File: src/verilog/jsh_map.vh
/*
 Offsets, field positions, reset values and timing counts of the job
 start handshake block. Assumes inclusion by its bare name from design files.
*/
`ifndef JSH_MAP_VH
`define JSH_MAP_VH

// -----------------------------------------------------------------------
// Register offsets
// -----------------------------------------------------------------------
`define JSH_OFS_CTRL      8'h00
`define JSH_OFS_STATUS    8'h04
`define JSH_OFS_IRQ_STAT  8'h08
`define JSH_OFS_IRQ_MASK  8'h0c
`define JSH_OFS_RESULT    8'h10
`define JSH_OFS_TIMEOUT   8'h14

// -----------------------------------------------------------------------
// Field positions
// -----------------------------------------------------------------------
`define JSH_START_BIT     1
`define JSH_ACTIVE_BIT    1
`define JSH_CTRL_ARM      0
`define JSH_CTRL_DONE     1
`define JSH_CTRL_FAIL     2
`define JSH_IRQ_LAUNCH    0
`define JSH_IRQ_DONE      1
`define JSH_IRQ_TIMEOUT   2
`define JSH_IRQ_STALE     3

// -----------------------------------------------------------------------
// Reset values, timeout error code and timing
// -----------------------------------------------------------------------
`define JSH_PRESET_STATUS 16'h0001
`define JSH_TIMEOUT_DFLT  16'h001e
`define JSH_TIMEOUT_ERR   16'h00ff
`define JSH_TICK_NS       1000000
`define JSH_CLK_NS        10
`define JSH_TICK_CYCLES   (`JSH_TICK_NS / `JSH_CLK_NS)

`endif

File: src/verilog/jsh_sync.v
/*
 Two-flop synchroniser for a bus of independent level signals.
 Assumes each bit is a quasi-static level from another domain.
*/
`timescale 1ns/1ps
module jsh_sync #(
   parameter W = 16
) (
   // Clock and reset.
   input  wire         clk_sys_in,
   input  wire         rst_n_in,
   // Data.
   input  wire [W-1:0] async_in,
   output wire [W-1:0] sync_out
);
   reg [W-1:0] meta_q;
   reg [W-1:0] sync_q;

   always @(posedge clk_sys_in) begin
      if (!rst_n_in) begin
         meta_q <= {W{1'b0}};
         sync_q <= {W{1'b0}};
      end else begin
         meta_q <= async_in;
         sync_q <= meta_q;
      end
   end

   assign sync_out = sync_q;
endmodule // jsh_sync

File: src/verilog/jsh_job_start_handshake.v
/*
 Device end of the job start handshake: watches the host's control output
 word, raises the job active bit, runs the job timeout and writes the
 completion status word. The job engine behind it reports done or fail
 through the register port. Assumes the host word arrives asynchronously.
*/
`timescale 1ns/1ps
`include "jsh_map.vh"

module jsh_job_start_handshake #(
   parameter        WORD_W      = 16,
   parameter [15:0] BLOCK_WORDS = 16'h00c8,
   parameter        TICK_CYCLES = `JSH_TICK_CYCLES
) (
   // Clock and reset.
   input  wire              clk_sys_in,
   input  wire              rst_n_in,
   // Backplane words.
   input  wire [WORD_W-1:0] job_control_output_word_in,
   output reg  [WORD_W-1:0] job_ack_input_word_out,
   output reg  [15:0]       job_completion_status_word_out,
   output reg               status_write_out,
   // Register port.
   input  wire [7:0]        addr_in,
   input  wire [31:0]       wdata_in,
   input  wire              wr_in,
   input  wire              rd_in,
   output reg  [31:0]       rdata_out,
   // Interrupt.
   output wire              irq_out
);
   // -----------------------------------------------------------------------
   // States
   // -----------------------------------------------------------------------
   localparam [1:0] ST_IDLE  = 2'h0;
   localparam [1:0] ST_RUN   = 2'h1;
   localparam [1:0] ST_DONE  = 2'h2;
   localparam [1:0] ST_STALE = 2'h3;

   wire [WORD_W-1:0] ctrl_s;
   wire              start_s;
   reg  [1:0]        state_q;
   reg  [1:0]        settle_q;
   reg  [15:0]       timeout_q;
   reg  [15:0]       secs_q;
   reg  [31:0]       tick_q;
   reg  [15:0]       result_q;
   reg               armed_q;
   reg  [3:0]        irq_stat_q;
   reg  [3:0]        irq_mask_q;
   reg  [3:0]        ev;
   reg               eng_done;
   reg               eng_fail;
   reg  [15:0]       eng_code;

   function hit;
      input [7:0] a;
      input [7:0] ofs;
      begin
         hit = (a == ofs);
      end
   endfunction

   jsh_sync #(
      .W (WORD_W)
   ) u_sync (
      .clk_sys_in (clk_sys_in),
      .rst_n_in   (rst_n_in),
      .async_in   (job_control_output_word_in),
      .sync_out   (ctrl_s)
   );

   assign start_s = ctrl_s[`JSH_START_BIT];
   assign irq_out = |(irq_stat_q & irq_mask_q);

   // -----------------------------------------------------------------------
   // Engine report strobes
   // -----------------------------------------------------------------------
   always @* begin
      eng_done = wr_in && hit(addr_in, `JSH_OFS_CTRL) && wdata_in[`JSH_CTRL_DONE];
      eng_fail = wr_in && hit(addr_in, `JSH_OFS_CTRL) && wdata_in[`JSH_CTRL_FAIL];
      eng_code = (wdata_in[31:16] == 16'h0000) ? `JSH_TIMEOUT_ERR : wdata_in[31:16];
   end

   // -----------------------------------------------------------------------
   // Handshake state machine
   // -----------------------------------------------------------------------
   always @(posedge clk_sys_in) begin
      if (!rst_n_in) begin
         state_q                        <= ST_STALE;
         settle_q                       <= 2'h0;
         job_ack_input_word_out         <= {WORD_W{1'b0}};
         job_completion_status_word_out <= `JSH_PRESET_STATUS;
         status_write_out               <= 1'b0;
         secs_q                         <= 16'h0000;
         tick_q                         <= 32'h0000_0000;
         result_q                       <= 16'h0000;
      end else begin
         status_write_out <= 1'b0;
         case (state_q)
            ST_STALE: begin
               // A start bit already high after recovery belongs to a lost job.
               // The synchroniser clears on reset, so its first outputs would look
               // like a released start bit; wait until it carries the pin again.
               if (settle_q != 2'h3) begin
                  settle_q <= settle_q + 2'h1;
               end else if (!start_s) begin
                  state_q <= ST_IDLE;
               end
            end
            ST_IDLE: begin
               if (start_s && armed_q) begin
                  job_ack_input_word_out[`JSH_ACTIVE_BIT] <= 1'b1;
                  secs_q  <= 16'h0000;
                  tick_q  <= 32'h0000_0000;
                  state_q <= ST_RUN;
               end
            end
            ST_RUN: begin
               if (tick_q == TICK_CYCLES - 1) begin
                  tick_q <= 32'h0000_0000;
                  secs_q <= secs_q + 16'h0001;
               end else begin
                  tick_q <= tick_q + 32'h0000_0001;
               end
               if (eng_done || eng_fail) begin
                  job_completion_status_word_out <= eng_fail ? eng_code : 16'h0000;
                  result_q         <= eng_fail ? eng_code : 16'h0000;
                  status_write_out <= 1'b1;
                  state_q          <= ST_DONE;
               end else if (secs_q >= timeout_q) begin
                  job_completion_status_word_out <= `JSH_TIMEOUT_ERR;
                  result_q         <= `JSH_TIMEOUT_ERR;
                  status_write_out <= 1'b1;
                  state_q          <= ST_DONE;
               end
            end
            ST_DONE: begin
               if (!start_s) begin
                  job_ack_input_word_out[`JSH_ACTIVE_BIT] <= 1'b0;
                  state_q <= ST_IDLE;
               end
            end
            default: begin
               state_q <= ST_IDLE;
            end
         endcase
      end
   end

   // -----------------------------------------------------------------------
   // Registers and interrupts
   // -----------------------------------------------------------------------
   always @* begin
      ev = 4'h0;
      ev[`JSH_IRQ_LAUNCH]  = (state_q == ST_IDLE) && start_s && armed_q;
      ev[`JSH_IRQ_DONE]    = (state_q == ST_RUN) && (eng_done || eng_fail);
      ev[`JSH_IRQ_TIMEOUT] = (state_q == ST_RUN) && !(eng_done || eng_fail)
                             && (secs_q >= timeout_q);
      ev[`JSH_IRQ_STALE]   = (state_q == ST_STALE) && (settle_q == 2'h3) && start_s;
   end

   always @(posedge clk_sys_in) begin
      if (!rst_n_in) begin
         armed_q    <= 1'b0;
         timeout_q  <= `JSH_TIMEOUT_DFLT;
         irq_stat_q <= 4'h0;
         irq_mask_q <= 4'h0;
         rdata_out  <= 32'h0000_0000;
      end else begin
         // Set wins over a write-one clear in the same cycle.
         if (wr_in && hit(addr_in, `JSH_OFS_IRQ_STAT)) begin
            irq_stat_q <= (irq_stat_q & ~wdata_in[3:0]) | ev;
         end else begin
            irq_stat_q <= irq_stat_q | ev;
         end
         if (wr_in && hit(addr_in, `JSH_OFS_CTRL)) begin
            armed_q <= wdata_in[`JSH_CTRL_ARM];
         end
         if (wr_in && hit(addr_in, `JSH_OFS_IRQ_MASK)) begin
            irq_mask_q <= wdata_in[3:0];
         end
         if (wr_in && hit(addr_in, `JSH_OFS_TIMEOUT)) begin
            timeout_q <= wdata_in[15:0];
         end
         rdata_out <= 32'h0000_0000;
         if (rd_in) begin
            case (addr_in)
               `JSH_OFS_CTRL:     rdata_out <= {31'h0, armed_q};
               `JSH_OFS_STATUS:   rdata_out <= {14'h0, state_q, ctrl_s[15:0] & 16'hffff};
               `JSH_OFS_IRQ_STAT: rdata_out <= {28'h0, irq_stat_q};
               `JSH_OFS_IRQ_MASK: rdata_out <= {28'h0, irq_mask_q};
               `JSH_OFS_RESULT:   rdata_out <= {result_q, 16'h0000};
               // Block size is reported so both ends can match it.
               `JSH_OFS_TIMEOUT:  rdata_out <= {BLOCK_WORDS, timeout_q};
               default:           rdata_out <= 32'h0000_0000;
            endcase
         end
      end
   end
endmodule // jsh_job_start_handshake

File: config.mk
export PLATFORM = sky130hd
export DESIGN_NAME = jsh_job_start_handshake
export DESIGN_NICKNAME = d
export VERILOG_FILES = /design/src/verilog/jsh_sync.v /design/src/verilog/jsh_job_start_handshake.v
export VERILOG_INCLUDE_DIRS = /design/src /design/src/verilog
export SDC_FILE = /design/constraint.sdc
export NUM_CORES = 1
export LEC_CHECK = 0
export ABC_AREA = 1
export BUFFER_PORTS_ARGS = -buffer_cell sky130_fd_sc_hd__buf_4
export CAP_MARGIN = 20
export CELL_PAD_IN_SITES_DETAIL_PLACEMENT = 1
export CELL_PAD_IN_SITES_GLOBAL_PLACEMENT = 2
export CORE_UTILIZATION = 32
export CTS_CLUSTER_DIAMETER = 60
export DETAILED_ROUTE_END_ITERATION = 10
export GPL_TIMING_DRIVEN = 0
export PLACE_DENSITY_LB_ADDON = 0.25
export SLEW_MARGIN = 0
export SYNTH_ARGS = -nofsm -noshare
export SYNTH_HDL_FRONTEND = slang
export SYNTH_SLANG_ARGS = --single-unit
File: constraint.sdc
create_clock -name clk_sys_in -period 2.6 [get_ports clk_sys_in]
set_clock_uncertainty 0.15 [all_clocks]
set_input_delay 0.26 -clock clk_sys_in [delete_from_list [all_inputs] [get_ports clk_sys_in]]
set_output_delay 0.26 -clock clk_sys_in [all_outputs]
set_load 0.02 [all_outputs]
# Word-level counts from Yosys, hierarchy flattened
# Cells that the tools add are included.
[op_classes]
n_lt_le_gt_ge = 1
eq_ne = 16
n_mux = 23
n_reduce_logical = 31
bitwise_logic = 5
addsub = 3
[ops]
columns = ["op", "n"]
rows = [
  ["case mux 32 bit (6 select lines)", 1],
  ["2-to-1 mux 16 bit", 6],
  ["2-to-1 mux 32 bit", 2],
  ["case mux 32 bit (2 select lines)", 1],
  ["adder 32 x 1 -> 32 bit (second input constant)", 1],
  ["== test 32 x 17 -> 1 bit (second input constant)", 1],
  ["case mux 16 bit (2 select lines)", 1],
  ["adder 16 x 1 -> 16 bit (second input constant)", 1],
  ["== test 8 x 4 -> 1 bit (second input constant)", 2],
  ["== test 8 x 5 -> 1 bit (second input constant)", 2],
  [">= comparator 16 bit", 1],
  ["logical NOT 16 bit", 1],
  ["logical AND 1 bit", 14],
  ["2-to-1 mux 2 bit", 5],
  ["inequality test 2 bit (second input constant)", 5],
  ["AND reduction 2 bit", 5],
  ["AND reduction 3 bit", 3],
  ["bitwise AND 4 bit", 2],
  ["== test 8 x 3 -> 1 bit (second input constant)", 1],
  ["logical NOT 8 bit", 1],
  ["OR 4 bit", 2],
  ["case mux 2 bit (4 select lines)", 1],
  ["== test 2 bit (second input constant)", 3],
  ["nonzero test 2 bit", 3],
  ["other kinds (11)", 14],
]
[word_totals]
out_inout_bits = 66
in_bits = 60
register_bits = 175
word_cells = 94

# Logic depth before layout (Yosys ltp)
[depth]
depth_word = 9
mapped_depth = 15

# By module
# From an unflattened synthesis, not the netlist that was laid out.
[unflattened]
cells_unflattened = 1112
hier_area_um2 = 7744.9
[by_module_without_submodules]
columns = ["mod", "instances", "area_each_um2", "cells_per_inst"]
rows = [
  ["jsh_job_start_handshake", 1, 6830.3, 1013],
  ["jsh_sync", 1, 914.6, 99],
]

# Least setup slack after synthesis
# Ideal clock, no wire load.
[synth_timing]
kind = "reg2reg"
startpoint = "reg timeout_q[15]"
endpoint = "reg state_q[1]"
setup_time_ps = 113
t_required_ps = 2337
arrival_time_ps = 1626
path_stages_with_launch = 10
path_buffers = 1
setup_slack_ps = 710
cell_sequence = "dfxtp_1 > inv_1 > ha_1 > a21oi_1 > o21ai_0 > nor2_1 > nand3_2 > a21oi_4 > buf_4 > nand2_1"
[synth_via]
elab_chain_cells = 3
[synth_lines]
columns = ["element", "line", "text"]
rows = [
  ["start: declaration", "jsh_job_start_handshake.v:44", "reg [15:0] timeout_q;"],
  ["start signal: assignment", "jsh_job_start_handshake.v:166", "timeout_q <= `JSH_TIMEOUT_DFLT;"],
  ["start signal: assignment", "jsh_job_start_handshake.v:184", "timeout_q <= wdata_in[15:0];"],
  [">= comparator 16 bit", "jsh_job_start_handshake.v:131", "end else if (secs_q >= timeout_q) begin"],
  ["inequality test 3 bit (no line)", "-", ""],
  ["AND reduction 3 bit (no line)", "-", ""],
  ["end signal: assignment", "jsh_job_start_handshake.v:130", "state_q <= ST_DONE;"],
  ["end signal: assignment", "jsh_job_start_handshake.v:135", "state_q <= ST_DONE;"],
  ["end signal: assignment", "jsh_job_start_handshake.v:141", "state_q <= ST_IDLE;"],
  ["end: declaration", "jsh_job_start_handshake.v:42", "reg [1:0] state_q;"],
]
# No other way between the ends.
# A chain may end at the register's enable or synchronous reset.

# Worst setup path after layout
[layout_timing]
startpoint = "reg secs_q[3]"
endpoint = "reg job_completion_status_word_out[7]"
[layout_via]
elab_chain_cells = 3
[layout_lines]
columns = ["element", "line", "text"]
rows = [
  ["start: declaration", "jsh_job_start_handshake.v:45", "reg [15:0] secs_q;"],
  ["start signal: assignment", "jsh_job_start_handshake.v:122", "secs_q <= secs_q + 16'h0001;"],
  [">= comparator 16 bit", "jsh_job_start_handshake.v:131", ""],
  ["nonzero test 2 bit (no line)", "-", ""],
  ["AND reduction 2 bit (no line)", "-", ""],
  ["end signal: assignment", "jsh_job_start_handshake.v:93", "job_completion_status_word_out <= `JSH_PRESET_STATUS;"],
  ["end signal: assignment", "jsh_job_start_handshake.v:127", "job_completion_status_word_out <= eng_fail ? eng_code : 16'h0000;"],
  ["end signal: assignment", "jsh_job_start_handshake.v:132", "job_completion_status_word_out <= `JSH_TIMEOUT_ERR;"],
  ["end: declaration", "jsh_job_start_handshake.v:21", "output reg [15:0] job_completion_status_word_out,"],
]
# No other way between the ends.

==> summary.md <==
| Metric | Value |
|---|---|
| CP Max Fanout | 10 |
| Leak pwr | 4.426 nW |
| CP endpoint kind | register |
| Gr ovfl total | 0 |
| Final net count | 1,343 |
| Post-Syn Area per Cell | 7.114 sq um |
| Mean number of vias per cell | 4.619 |
| Register area share after synthesis | 0.4161 |
| Die X | 157.1 um |
| Adder-Cell Fraction of Synth Area | 0.03088 |
| Slowest Stage Delay on Critical Path | 0.48 ns |
| Synth Warn # | 0 |
| Routed Antenna Nets | 0 |
| Antenna cells | 0 |
| CTS sink count | 160 |
| Initial DRC Count | 339 |
| Initial antenna violation count | 0 |
| I/O Buffers | 109 |
| Total power | 5.851 mW |
| Area grow syn2layout | 29.36% |
| Status | finished clean |
| DP Area | 8972 sq um |
| Buf/Inv on CP | 2 |
| First-pass GRT wire length | 39.16 mm |
| Fin crit share | 0.8745 |
| Finished Cell Area | 9957 sq um |
| Multi-input logic area | 3667 sq um |
| Most common cell after layout, fill and taps aside | nand2_1 |
| Fillers | 3,012 |
| Worst path cell trace | ha_1 > nand2_1 > inv_1 > nand2_1 > nand2_1 > nand2_1 > nand2_1 > nand2_1 > nand3_2 > a21oi_4 > buf_4 > nand2_1 > nand2_1 |
| Setup_tns | 0 ns |
| WP data arrival | 2.49 ns |
| Worst-skew pair later-pin latency | 0.43 ns |
| Final setup viols | 0 |
| Die ar. | 24,680 sq um |
| Compound-Gate Fraction of Synth Area | 0.1063 |
| Commonest non-fill, non-tap cells in the layout | nand2_1, dfxtp_1, buf_4, inv_1, nor2_1 |
| Rel. slew slack | 0.5099 |
| Layout cells sized above 1 | 0.1857 |
| CP most frequent cell | nand2_1 |
| Syn Inst Count | 1,082 |
| Cell area after synthesis | 7697 sq um |
| Number of global-route vias before repair | 7,432 |
| CP Class | reg -> reg |
| Core area | 23,540 sq um |
| Largest net degree at the start of global routing | 17 |
| Placer's final routability congestion estimate | 0.8217 |
| DRC | 0 |
| Routed wire length | 24.59 mm |
| Routed vias | 7,368 |
| Top FF cell, synth | dfxtp_1 |
| Slowest CP cell | dfxtp_1 |
| MaxCap Viol Count | 0 |
| Area share of and/or/nand/nor cells after synthesis | 0.3103 |
| RSZ-0062 raised after global routing | no |
| Root buffer cell | clkbuf_16 |
| Crit path time final | 2.274 ns |
| Post-synth cell types | 49 |
| Number of synthesized flops with an enable pin | 0 |
| FF+latch count, synth | 160 |
| P per Cell Area | 587.6 nW/um^2 |
| Drt first pass iters | 4 |
| Final Hold Fails | 0 |
| CP startpoint kind | register |
| Async SR Flop Fraction | 0 |
| Mux cell area share after synthesis | 0 |
| Worst Tran Pin Value | 0.7345 ns |
| Drt wl/cell | 15.42 um |
| Crit-path leading delay family | simple AND/OR/NAND/NOR gates |
| Worst Hold Slack | 0.05763 ns |
| HPWL after DPL | 18.65 mm |
| Die Ht | 157.1 um |
| HP Class | in -> reg |
| Fin util | 0.4229 |
| F_max | 439.8 MHz |
| Clock-pin transition on the worst setup and hold timing paths | 0.07 ns |
| H-tree Lvls | 4 |
| Clock buffer depth | 2 |
| Max-slew violations | 0 |
| Starting density of the core | 0.3270 |
| IR Drop Worst-Case VDD | 0.0002579 V |
| Top-Level Pins | 126 |
| CTS tree | yes |
| # rows | 56 |
| XOR/XNOR share of the synthesized area | 0.02162 |
| Main combinational cell family by area after synthesis | simple AND/OR/NAND/NOR gates |
| Sequential cell area | 3203 sq um |
| All-layer global routing usage | 0.2067 |
| WP data required | 2.82 ns |
| Cts bufs inserted | 17 |
per-stage QoR:
step	setup WS, ns	cells
floorplan	0.7102	1096
global placement	0.2473	1524
detailed placement	0.2463	1525
CTS	0.1973	1594
global route	0.1140	1595
finish	0.3264	1595
worst reg2reg max path: stages, from the launching register on:
cell     delay [ns]
dfxtp_1        0.48
ha_1           0.33
nand2_1        0.09
inv_1          0.05
nand2_1        0.06
nand2_1        0.04
nand2_1        0.05
nand2_1        0.09
nand2_1        0.12
nand3_2        0.22
a21oi_4        0.23
buf_4          0.20
nand2_1        0.07
nand2_1        0.05
cell type report:
class / instances / area share
buffer: 60 / 0.03669
tap: 319 / 0.04009
sequential: 160 / 0.3217
inverter: 137 / 0.05165
timing repair buffer: 149 / 0.1216
multi-input combinational: 739 / 0.3683
clock buffer: 17 / 0.04272
clock inverter: 14 / 0.01722
layer usage:
metal	vias up	GRT usage	wire, um
met5	-	0	0
li1	3771	-	-
met2	139	0.3376	10930
met1	3435	0.2840	12370
met3	23	0.03001	947
met4	0	0.05409	341
cell usage after synthesis (all sizes together) (3+ instances only):
library cell  instances  share of area
nand2               287           0.14
dfxtp               160           0.42
inv                 135          0.066
nor2                132          0.074
a21oi                86          0.058
nand3                71          0.050
buf                  42          0.039
o21ai                41          0.027
ha                   19          0.031
clkbuf               18         0.0088
nand4                18          0.017
nor3                 18          0.015
xor2                 16          0.018
nor4                  5         0.0057
o22ai                 5         0.0041
o211ai                4         0.0046
a211oi                3         0.0029
a31oi                 3         0.0024
or2                   3         0.0024
xnor2                 3         0.0034
cell families after synthesis:
| logic type | Yosys count |
|---|---|
| AO/OA/AOI/OAI | 149 |
| XOR/XNOR | 19 |
| adder cells (fa/ha/maj) | 19 |
| buffers and inverters | 197 |
| flip-flops | 160 |
| other | 1 |
| AND/OR/NAND/NOR | 537 |
flip-flops by register name (all words and copies together) (netlist names):
signal / count
state_q: 2
rdata_out: 32
settle_q: 2
u_sync.sync_out: 16
tick_q: 32
irq_mask_q: 4
result_q: 1
armed_q: 1
irq_stat_q: 4
job_ack_input_word_out: 1
job_completion_status_word_out: 16
u_sync.meta_q: 16
timeout_q: 16
secs_q: 16
status_write_out: 1
timing repair:
item                                   CTS  global route
buffers inserted                         0             1
gates resized for setup                  0             0
setup endpoints to repair                0             7
endpoints found under the hold margin   37             0
hold buffers                            38             0
worst paths after layout:
check                                      start                            endpoint  slack [ns]  cells after the start
worst max-delay path                   secs_q[3]   job_completion_status_word_out[7]        0.33                     13
worst min-delay path                wdata_in[28]  job_completion_status_word_out[12]        0.06                      5
worst max register to register         secs_q[3]   job_completion_status_word_out[7]        0.33                     13
worst min register to register  u_sync.meta_q[1]                  u_sync.sync_out[1]        0.27                      2
report_power, final:
group          leakage [nW]  total (mW)  internal [mW]  switching, mW
clock                 0.290        2.58           1.45           1.14
sequential             1.30        2.58           2.51         0.0674
combinational          2.84       0.687          0.233          0.455
total                  4.43        5.85           4.19           1.66
Note: power is estimated with default switching activity, not from simulation.
